**src/core/mdsr_defs.vh**
```
`ifndef MDSR_DEFS_VH
`define MDSR_DEFS_VH
// ==================================================
// register addresses (5-bit clause-22 register field)
`define MDSR_ADDR_STATUS   5'h01
`define MDSR_ADDR_ID_HIGH  5'h02
`define MDSR_ADDR_ID_LOW   5'h03
`define MDSR_ADDR_ADVERT   5'h04
`define MDSR_ADDR_DEV_ID   5'h1f
// ==================================================
// basic status bit positions
`define MDSR_BIT_EXT_STATUS  8
`define MDSR_BIT_PRE_SKIP    6
`define MDSR_BIT_AN_DONE     5
`define MDSR_BIT_REMOTE_FAULT_FLAG      4
`define MDSR_BIT_AN_CAPABLE  3
`define MDSR_BIT_LINK_UP     2
`define MDSR_BIT_EXT_REGS    0
// ==================================================
// advertisement layout and strap reset values
`define MDSR_ADV_WMASK       16'hbfff
`define MDSR_ADV_RST_NONE    16'h0000
`define MDSR_ADV_RST_SG_LO   16'h9001
`define MDSR_ADV_RST_SG_1G   16'h9801
`define MDSR_ADV_RST_BASEX   16'h0020
`define MDSR_ADV_BIT_R       10
`define MDSR_ID_ZERO         16'h0000
// ==================================================
// frame fields
`define MDSR_ST_BITS   2'b01
`define MDSR_OP_WRITE  2'b01
`define MDSR_OP_READ   2'b10
`define MDSR_TA_BITS   2'b10
`define MDSR_PRE_COUNT 6'd32
`endif

```
**src/core/mdsr_regs.v**
```verilog
`timescale 1ns/100ps
`include "mdsr_defs.vh"
`default_nettype none
module mdsr_regs #(
   parameter [4:0]  PHY_ADDR = 5'h00,   // station address
   parameter [15:0] DEV_ID   = 16'h1234 // arbitrary value
) (
   input  wire        clk_sys,           // system clock, 50 MHz
   input  wire        reset,             // async reset, active high
   input  wire        mdc,               // management clock pin
   input  wire        mdio_in,           // mdio pin level
   output reg         mdio_out,          // mdio drive value
   output reg         mdio_oe,           // mdio drive enable
   input  wire        strap_col,         // collision strap
   input  wire        strap_rx_dv,       // receive-valid strap
   input  wire [1:0]  strap_rxd,         // receive data straps
   input  wire        strap_second_general_output_strap,        // second general output strap
   input  wire        loss_of_signal_input, // loss-of-signal pin
   input  wire        cdr_lock_lost,     // clock recovery lost lock
   input  wire        pcs_link_up,       // pcs link-up state
   input  wire        autoneg_done,      // negotiation complete
   input  wire        sgmii_mode,        // 1 sgmii, 0 1000base-x
   input  wire [15:0] partner_ability_reg, // received config word
   output reg  [15:0] tx_config_word,    // config word to send
   output reg         remote_fault_flag, // interrupt mirror copy
   output reg         link_up_flag,      // interrupt mirror copy
   output reg         sgmii_adv_mode     // advert holds sgmii layout
);
   // ==================================================
   // pin synchronisers
   wire mdc_s;
   wire mdio_s;
   wire los_s;

   mdsr_sync3 #(.RESET_VAL(1'b0)) u_sync_mdc (
      .clk_sys (clk_sys),
      .reset   (reset),
      .din     (mdc),
      .dout    (mdc_s)
   );
   mdsr_sync3 #(.RESET_VAL(1'b1)) u_sync_mdio (
      .clk_sys (clk_sys),
      .reset   (reset),
      .din     (mdio_in),
      .dout    (mdio_s)
   );
   mdsr_sync3 #(.RESET_VAL(1'b0)) u_sync_los (
      .clk_sys (clk_sys),
      .reset   (reset),
      .din     (loss_of_signal_input),
      .dout    (los_s)
   );

   // ==================================================
   // edge detection of the filtered management clock
   reg  mdc_d_reg;
   wire mdc_rise = mdc_s & ~mdc_d_reg;
   wire mdc_fall = ~mdc_s & mdc_d_reg;

   always @(posedge clk_sys or posedge reset) begin
      if (reset) begin
         mdc_d_reg <= 1'b0;
      end else begin
         mdc_d_reg <= mdc_s;
      end
   end

   // ==================================================
   // strap capture one cycle after reset release
   reg        strap_done_reg;
   reg [15:0] adv_strap;

   // strap decode into the advertisement reset pattern
   always @* begin
      if (strap_col) begin
         if (strap_second_general_output_strap) begin
            adv_strap = `MDSR_ADV_RST_BASEX;
         end else begin
            adv_strap = `MDSR_ADV_RST_SG_1G;
         end
      end else if (!strap_rx_dv) begin
         adv_strap = `MDSR_ADV_RST_NONE;
      end else if (!strap_rxd[1]) begin
         adv_strap = `MDSR_ADV_RST_SG_LO;
         adv_strap[`MDSR_ADV_BIT_R] = strap_rxd[0];
      end else if (strap_second_general_output_strap) begin
         adv_strap = `MDSR_ADV_RST_BASEX;
      end else begin
         adv_strap = `MDSR_ADV_RST_SG_1G;
      end
   end

   // ==================================================
   // frame receiver state machine
   localparam [2:0] ST_IDLE = 3'd0;
   localparam [2:0] ST_HEAD = 3'd1;
   localparam [2:0] ST_TA   = 3'd2;
   localparam [2:0] ST_DATA = 3'd3;
   localparam [2:0] ST_WAIT = 3'd4;

   reg [2:0]  state_reg;
   reg [4:0]  cnt_reg;
   reg [13:0] head_reg;     // st, op, phy address, register address
   reg [15:0] shift_reg;
   reg        rd_reg;
   reg        mine_reg;
   reg        rd_pulse_reg; // one-cycle read strobe
   reg        wr_pulse_reg; // one-cycle write strobe
   reg [4:0]  ra_reg;
   reg [15:0] wdata_reg;
   reg [15:0] adv_reg;
   reg [15:0] rdata;

   wire [13:0] head_nx = {head_reg[12:0], mdio_s};

   // read data multiplexer
   always @* begin
      rdata = 16'h0000;
      case (ra_reg)
         `MDSR_ADDR_STATUS: begin
            rdata[`MDSR_BIT_EXT_STATUS] = 1'b1;
            rdata[`MDSR_BIT_PRE_SKIP]   = 1'b1;
            rdata[`MDSR_BIT_AN_DONE]    = autoneg_done;
            rdata[`MDSR_BIT_REMOTE_FAULT_FLAG]     = remote_fault_flag;
            rdata[`MDSR_BIT_AN_CAPABLE] = 1'b1;
            rdata[`MDSR_BIT_LINK_UP]    = link_up_flag;
            rdata[`MDSR_BIT_EXT_REGS]   = 1'b1;
         end
         `MDSR_ADDR_ID_HIGH: rdata = `MDSR_ID_ZERO;
         `MDSR_ADDR_ID_LOW:  rdata = `MDSR_ID_ZERO;
         `MDSR_ADDR_ADVERT:  rdata = adv_reg & `MDSR_ADV_WMASK;
         `MDSR_ADDR_DEV_ID:  rdata = DEV_ID;
         default:            rdata = 16'h0000;
      endcase
   end

   // sampling on mdc rise, driving on mdc fall; no preamble needed
   always @(posedge clk_sys or posedge reset) begin
      if (reset) begin
         state_reg    <= ST_IDLE;
         cnt_reg      <= 5'd0;
         head_reg     <= 14'h0000;
         shift_reg    <= 16'h0000;
         rd_reg       <= 1'b0;
         mine_reg     <= 1'b0;
         rd_pulse_reg <= 1'b0;
         wr_pulse_reg <= 1'b0;
         ra_reg       <= 5'd0;
         wdata_reg    <= 16'h0000;
         mdio_out     <= 1'b1;
         mdio_oe      <= 1'b0;
      end else begin
         rd_pulse_reg <= 1'b0;
         wr_pulse_reg <= 1'b0;
         case (state_reg)
            ST_IDLE: begin
               // a zero on an idle line starts a frame
               if (mdc_rise && !mdio_s) begin
                  head_reg  <= 14'h0000;
                  cnt_reg   <= 5'd1;
                  state_reg <= ST_HEAD;
               end
            end
            ST_HEAD: begin
               if (mdc_rise) begin
                  head_reg <= head_nx;
                  cnt_reg  <= cnt_reg + 5'd1;
                  if (cnt_reg == 5'd13) begin
                     ra_reg   <= head_nx[4:0];
                     rd_reg   <= head_nx[11:10] == `MDSR_OP_READ;
                     mine_reg <= head_nx[9:5] == PHY_ADDR;
                     if (head_nx[13:12] != `MDSR_ST_BITS ||
                         (head_nx[11:10] != `MDSR_OP_READ &&
                          head_nx[11:10] != `MDSR_OP_WRITE)) begin
                        state_reg <= ST_WAIT;   // bad frame, resync
                     end else begin
                        cnt_reg   <= 5'd0;
                        state_reg <= ST_TA;
                     end
                  end
               end
            end
            ST_TA: begin
               // read: release on first ta bit, drive zero on second
               if (mdc_rise) begin
                  cnt_reg <= cnt_reg + 5'd1;
                  if (cnt_reg == 5'd0 && rd_reg && mine_reg) begin
                     shift_reg    <= rdata;
                     rd_pulse_reg <= 1'b1;
                  end
                  if (cnt_reg == 5'd1) begin
                     cnt_reg   <= 5'd0;
                     state_reg <= ST_DATA;
                  end
               end
               if (mdc_fall && cnt_reg == 5'd1 && rd_reg && mine_reg) begin
                  mdio_oe  <= 1'b1;
                  mdio_out <= 1'b0;
               end
            end
            ST_DATA: begin
               if (rd_reg) begin
                  if (mdc_fall && mine_reg) begin
                     mdio_out  <= shift_reg[15];
                     shift_reg <= {shift_reg[14:0], 1'b0};
                  end
                  if (mdc_rise) begin
                     cnt_reg <= cnt_reg + 5'd1;
                     if (cnt_reg == 5'd15) begin
                        state_reg <= ST_WAIT;
                     end
                  end
               end else if (mdc_rise) begin
                  wdata_reg <= {wdata_reg[14:0], mdio_s};
                  cnt_reg   <= cnt_reg + 5'd1;
                  if (cnt_reg == 5'd15) begin
                     wr_pulse_reg <= mine_reg;
                     state_reg    <= ST_IDLE;
                  end
               end
            end
            ST_WAIT: begin
               // release the line after the last bit's falling edge
               if (mdc_fall) begin
                  mdio_oe   <= 1'b0;
                  mdio_out  <= 1'b1;
                  state_reg <= ST_IDLE;
               end
            end
            default: state_reg <= ST_IDLE;
         endcase
      end
   end

   // ==================================================
   // latched status flags
   wire fault_now = sgmii_mode ? (los_s | cdr_lock_lost)
                               : (partner_ability_reg[13:12] != 2'b00);
   wire stat_read = rd_pulse_reg && ra_reg == `MDSR_ADDR_STATUS;

   // fault sets win over the read clear; link drop wins over read set
   // the flag registers are the ports, so the interrupt copy never lags
   always @(posedge clk_sys or posedge reset) begin
      if (reset) begin
         remote_fault_flag <= 1'b0;
         link_up_flag      <= 1'b0;
      end else begin
         if (fault_now) begin
            remote_fault_flag <= 1'b1;
         end else if (stat_read) begin
            remote_fault_flag <= 1'b0;
         end
         if (!pcs_link_up) begin
            link_up_flag <= 1'b0;
         end else if (stat_read) begin
            link_up_flag <= 1'b1;
         end
      end
   end

   // ==================================================
   // advertisement register, loaded from straps after reset release
   always @(posedge clk_sys or posedge reset) begin
      if (reset) begin
         strap_done_reg <= 1'b0;
         adv_reg        <= 16'h0000;
         tx_config_word <= 16'h0000;
         sgmii_adv_mode <= 1'b0;
      end else begin
         if (!strap_done_reg) begin
            strap_done_reg <= 1'b1;
            adv_reg        <= adv_strap;
         end else if (wr_pulse_reg && ra_reg == `MDSR_ADDR_ADVERT) begin
            adv_reg <= wdata_reg & `MDSR_ADV_WMASK;
         end
         tx_config_word <= adv_reg & `MDSR_ADV_WMASK;
         sgmii_adv_mode <= adv_reg[0];
      end
   end
endmodule
`default_nettype wire

```
**src/core/mdsr_sync3.v**
```verilog
`timescale 1ns/100ps
`default_nettype none
// ==================================================
// three-stage synchroniser; the level changes once stages two and three agree
module mdsr_sync3 #(
   parameter RESET_VAL = 1'b0
) (
   input  wire clk_sys,   // system clock
   input  wire reset,     // async reset, active high
   input  wire din,       // asynchronous input
   output reg  dout       // filtered level
);
   reg s1_reg;
   reg s2_reg;
   reg s3_reg;

   // stage chain; s1 feeds only s2
   always @(posedge clk_sys or posedge reset) begin
      if (reset) begin
         s1_reg <= RESET_VAL;
         s2_reg <= RESET_VAL;
         s3_reg <= RESET_VAL;
         dout   <= RESET_VAL;
      end else begin
         s1_reg <= din;
         s2_reg <= s1_reg;
         s3_reg <= s2_reg;
         if (s2_reg == s3_reg) begin
            dout <= s3_reg;
         end
      end
   end
endmodule
`default_nettype wire

```
**config.mk**
```make
export PLATFORM = sky130hd
export DESIGN_NAME = mdsr_regs
export DESIGN_NICKNAME = d
export VERILOG_FILES = /design/src/core/mdsr_regs.v /design/src/core/mdsr_sync3.v
export VERILOG_INCLUDE_DIRS = /design/src /design/src/core
export SDC_FILE = /design/constraint.sdc
export NUM_CORES = 1
export LEC_CHECK = 0
export ABC_AREA = 0
export BUFFER_PORTS_ARGS = -buffer_cell sky130_fd_sc_hd__buf_4
export CAP_MARGIN = 30
export CORE_MARGIN = 5
export CORE_UTILIZATION = 53
export DETAILED_ROUTE_END_ITERATION = 16
export PLACE_DENSITY = 0.73
export SLEW_MARGIN = 20
export SYNTH_ARGS = -nofsm -noshare
export SYNTH_HDL_FRONTEND = slang
export SYNTH_SLANG_ARGS = --single-unit
```
**constraint.sdc**
```tcl
create_clock -name clk_sys -period 5.81 [get_ports clk_sys]
set_clock_uncertainty 0.2 [all_clocks]
set_input_delay 1.162 -clock clk_sys [delete_from_list [all_inputs] [get_ports clk_sys]]
set_output_delay 1.162 -clock clk_sys [all_outputs]
set_load 0.05 [all_outputs]
```
; ---- Yosys cells after proc, flatten, opt, wreduce, memory -nomap -nowiden
; Cells that the tools add are included.
[classes]
addsub = 1
n_eq_ne = 31
div = 0
n_lt_le_gt_ge = 0
multipliers = 0
shift = 0
muxes = 61
n_bitwise = 6
n_reduce_logical = 30
[ops]
columns = operator, count
row1 = $mux W16, 10
row2 = $mux W3, 12
row3 = $mux W5, 7
row4 = $pmux W16 S2, 1
row5 = $mux W13, 2
row6 = $ne A2 B2 Y1 const B, 13
row7 = $pmux W13 S2, 1
row8 = $mux W1, 20
row9 = $pmux W5 S4, 1
row10 = $pmux W3 S5, 1
row11 = $pmux W5 S3, 1
row12 = $reduce_and A5 Y1, 3
row13 = $pmux W7 S2, 1
row14 = $reduce_and A3 Y1, 4
row15 = $eq A5 B1 Y1 const B, 2
row16 = $eq A5 B4 Y1 const B, 2
row17 = $logic_and A1 B1 Y1, 10
row18 = $logic_not A5 Y1, 2
row19 = $reduce_bool A2 Y1, 5
row20 = $ne A2 B1 Y1 const B, 4
row21 = $reduce_and A8 Y1, 1
row22 = $eq A3 B2 Y1 const B, 2
row23 = $pmux W1 S2, 3
row24 = $add A5 B1 Y5 const B, 1
row25 = other kinds (15), 20
[word_totals]
reg_bits = 112
latchBits = 0
elab_cells = 160
mem_bits_rw = 0
in_bits = 30
romBits = 0
n_memories = 0

; ---- Depth between registers and ports, before layout
[logic_depth]
depth_word = 7
mapped_depth = 7
ltp_nobuf = 7

; ---- Cells and area by module
; A second synthesis with hierarchy kept.
[hier_totals]
cells_unflattened = 381
hier_area_um2 = 4647.0
[by_module_without_submodules]
columns = module, cells_per_inst, n_inst, area_each_um2, seq_area_each_um2
row1 = mdsr_regs, 363, 1, 4296.6, 2453.6
row2 = mdsr_sync3 (u_sync_los ...), 6, 2, 115.1, 100.1
row3 = mdsr_sync3 (u_sync_mdio), 6, 1, 120.1, 105.1

; ---- Worst setup path after synthesis
; No wires, ideal clock.
[synth_timing]
path_kind = reg2reg
start = register cnt_reg[0]
end = register shift_reg[0]
path_slack_ns = 3.274
arrival_ns = 2.210
stages_incl_launch_ff = 8
path_cell_list = dfrtp_1 -> inv_1 -> ha_1 -> or4b_1 -> or4_4 -> a21boi_4 -> buf_12 -> mux2_4
[synth_between]
elab_chain_len = 5
[synth_lines]
columns = item, line
row1 = from (decl), mdsr_regs.v:102  ; reg [4:0] cnt_reg;
row2 = from (signal assigned), mdsr_regs.v:167  ; cnt_reg <= cnt_reg + 5'd1;
row3 = from (signal assigned), mdsr_regs.v:186  ; cnt_reg <= cnt_reg + 5'd1;
row4 = from (signal assigned), mdsr_regs.v:208  ; cnt_reg <= cnt_reg + 5'd1;
row5 = $logic_not A5 Y1, mdsr_regs.v:187  ; if (cnt_reg == 5'd0 && rd_reg && mine_reg) begin
row6 = $logic_and A1 B1 Y1 (2 in series), mdsr_regs.v:187
row7 = $ne A2 B2 Y1 (no source line), --
row8 = $reduce_and A5 Y1 (no source line), --
row9 = to (signal assigned), mdsr_regs.v:188  ; shift_reg <= rdata;
row10 = to (signal assigned), mdsr_regs.v:205  ; shift_reg <= {shift_reg[14:0], 1'b0};
row11 = to (decl), mdsr_regs.v:104  ; reg [15:0] shift_reg;
; No other way between the ends.
; A chain may end at the register's enable or synchronous reset.

; ---- Final worst setup path
[layout_timing]
start = register cnt_reg[0]
end = register shift_reg[10]
; The elaborated chain is that of the path after synthesis.

==> impl_summary.log <==
INFO  metric route.detailed.drc = 0
INFO  metric critical_path_required = 5.88 ns
INFO  metric die-area = 10720 sq um
INFO  metric fin_setup_tns = 0 ns
INFO  metric syn_area_per_cell = 12.37 sq um
INFO  metric critical_path.n_buffers_inverters = 1
INFO  metric synth_cell_types = 56
INFO  metric clkSinkCount = 110
INFO  metric synth_async_sr_flop_share = 1.000
INFO  metric synth-simple-area-share = 0.1120
INFO  metric post_synth_mux_area_share = 0.09819
INFO  metric place.port_buffers = 35
INFO  metric numCtsBuffers = 9
INFO  metric ys_warn_count = 0
INFO  metric core-area = 8636 sq um
INFO  metric run_status = finished, final reports clean
INFO  metric cellLeakagePower = 2.376 nW
INFO  metric critical_path.top_delay_family = simple AND/OR/NAND/NOR gates
INFO  metric critical_path.endpoint_type = register
INFO  metric global_route.overflow_total = 0
INFO  metric ys_seq_elements = 110
INFO  metric vias_per_cell = 5.714
INFO  metric placed_area = 4912 sq um
INFO  metric drt.antenna.violating_nets = 0
INFO  metric post-cts-setup-buffer-count = 0
INFO  metric worstHoldPathType = reg2reg
INFO  metric first_global_vias = 2922
INFO  metric drive_gt1_frac = 0.2562
INFO  metric highest_layer = met4
INFO  metric areaGrowthSynthToFinish = 10.66%
INFO  metric power_density = 341.0 nW/um^2
INFO  metric drt-met1-wl = 4.044 mm
INFO  metric cp.arrival = 3.00 ns
INFO  metric timing.critical_path.cells = inv_1 > ha_1 > or4b_1 > or4_4 > a21boi_4 > mux2_2
INFO  metric wl_met2 = 4.015 mm
INFO  metric final_common_cell = dfrtp_1
INFO  metric mappedNetlistArea = 4638 sq um
INFO  metric timing.critical_path.slowest_stage_cell = a21boi_4
INFO  metric finalWorstPathRequiredPeriod = 2.927 ns
INFO  metric clock_insertion_delay_worst_skew = 0.38 ns
INFO  metric synthesized_area_fraction_occupied_by_ao_oa_aoi_and_oai_cells = 0.1325
INFO  metric critical_path_peak_fanout = 16
INFO  metric post-route-period-util = 0.5037
INFO  metric mostFrequentLayoutCells = dfrtp_1 (105), nand2_1 (37), buf_4 (37)
INFO  metric post_synth_inst_count = 375
INFO  metric avgRoutedWirePerCell = 16.53 um
INFO  metric die_height = 103.6 um
INFO  metric maxCapViolations = 0
INFO  metric crit_type = reg2reg
INFO  metric final_net_count = 436
INFO  metric cts.clk_slew.worst_paths = 0.12 ns
INFO  metric synthFlopType = dfrtp_1
INFO  metric ctsHoldBuffers = 0
INFO  metric worst_ir_drop_vdd = 165.5 uV
INFO  metric hold_viol = 0
INFO  metric rsz_0062_raised_after_global_routing = no
INFO  metric starting_drc_count_in_detailed_routing = 161
INFO  metric dominant_combinational_cell_family_by_area_after_synthesis = compound AO/OA/AOI/OAI gates
INFO  metric synth-edff-count = 0
INFO  metric cts.path.max_buffers = 2
INFO  metric grt_start_max_net_pins = 72
INFO  metric detail_route.wirelength = 8.497 mm
INFO  metric finalInstanceArea = 5132 sq um
INFO  metric detailedPlacementHpwl = 5.789 mm
INFO  metric routed-wl-met3 = 345 um
INFO  metric report.final.setup_viol = 0
INFO  metric synth-adder-area-share = 0.01996
INFO  metric grtUsageTotal = 0.1636
INFO  metric starting_density_of_the_core = 0.5371
INFO  metric row_count = 34
INFO  metric crit_path_max_cell_delay = 0.56 ns
INFO  metric die-width = 103.6 um
INFO  metric root_buffer = clkbuf_8
INFO  metric synth_xor_area_frac = 0
INFO  metric max_freq = 341.7 MHz
INFO  metric antenna-diode-count = 0
INFO  metric wire_length_of_the_first_global_routing_pass = 14.61 mm
INFO  metric cts_tree = yes
INFO  metric synth_fp_nets = 410
INFO  metric io-pin-count = 51
INFO  metric finalWeightedCongestion = 0.8119
INFO  metric detailedRoute.firstPassIterationCount = 4
INFO  metric slew-limit-headroom = 0.4553
INFO  metric max_slew.worst_pin.slew = 0.8171 ns
INFO  metric cts_resizes = 0
INFO  metric synth_seq_area_share = 0.5948
INFO  metric slew_viol_final = 0
INFO  metric detailroute.via_count = 2937
INFO  metric critical_path.startpoint_type = register
INFO  metric grt_antenna_before_repair = 0
INFO  metric ctsHtreeMaxLevel = 3
==> layout make-up <==
cell class | instances | area, sq um
multi-input combinational | 230 | 1689
tap | 108 | 135.1
clock buffer | 9 | 123.9
fill | 714 | 3503
sequential | 110 | 2759
inverter | 13 | 51.30
clock inverter | 7 | 96.34
timing repair buffer | 37 | 277.8
==> synth_stat cells (7+ instances only) <==
master	instances	area, sq um
nand3b_1	7	52.55
inv_1	13	48.80
a21boi_0	10	75.07
nand2_1	37	138.9
mux2i_1	8	80.08
a21oi_1	13	65.06
a22o_1	20	175.2
o21ai_0	13	65.06
dfrtp_1	105	2628
nor2_1	13	48.80
o22ai_1	7	43.79
mux2_2	28	315.3
clkbuf_1	13	48.80
==> power breakdown <==
part	leakage [nW]	total, mW	switching (mW)	internal [mW]
sequential	1.44	0.938	0.0930	0.845
combinational	0.823	0.340	0.186	0.153
clock	0.109	0.472	0.295	0.178
==> stage by stage <==
| step | util | worst slack (ns) | total power [mW] | hold slack [ns] | std cells |
|---|---|---|---|---|---|
| final | 0.5943 | 2.883 | 1.750 | 0.1632 | 514 |
| after global routing | 0.5943 | 2.765 | 1.855 | 0.1721 | 514 |
| after CTS | 0.5943 | 2.871 | 1.766 | 0.1649 | 514 |
| after detailed placement | 0.5688 | 2.904 | 1.291 | 0.1424 | 498 |
| after global placement | 0.5688 | 2.917 | 1.277 | 0.1358 | 498 |
| after floorplan | - | 1.554 | 1.216 | 0.1312 | 375 |
==> path summary, 6_finish.rpt <==
check / start / endpoint / slack [ns] / cells after the start
worst min register to register: u_sync_mdio.s1_reg / u_sync_mdio.s2_reg / 0.16 / 0
min in group asynchronous: reset / u_sync_los.s1_reg / 0.72 / 2
max in group asynchronous: reset / mdio_out / 3.64 / 3
worst min-delay path: u_sync_mdio.s1_reg / u_sync_mdio.s2_reg / 0.16 / 0
worst max register to register: cnt_reg[0] / shift_reg[10] / 2.88 / 6
worst max-delay path: cnt_reg[0] / shift_reg[10] / 2.88 / 6
==> metal layers <==
metal | vias up | track usage
li1 | 1392 | -
met1 | 1480 | 0.2382
met2 | 54 | 0.2486
met3 | 11 | 0.04167
met4 | 0 | 0.03655
met5 | - | 0
==> cell families (layout without fill, tap and decap cells) <==
kind of cell               after synthesis  in the layout
muxes                                   40             40
adders and majority gates                8              8
and+or+nand+nor                         96             96
DFF                                    110            110
AOI/OAI and AO/OA                       84             84
other                                    2              2
buffers and inverters                   35             66
Note: power is estimated with default switching activity, not from simulation.
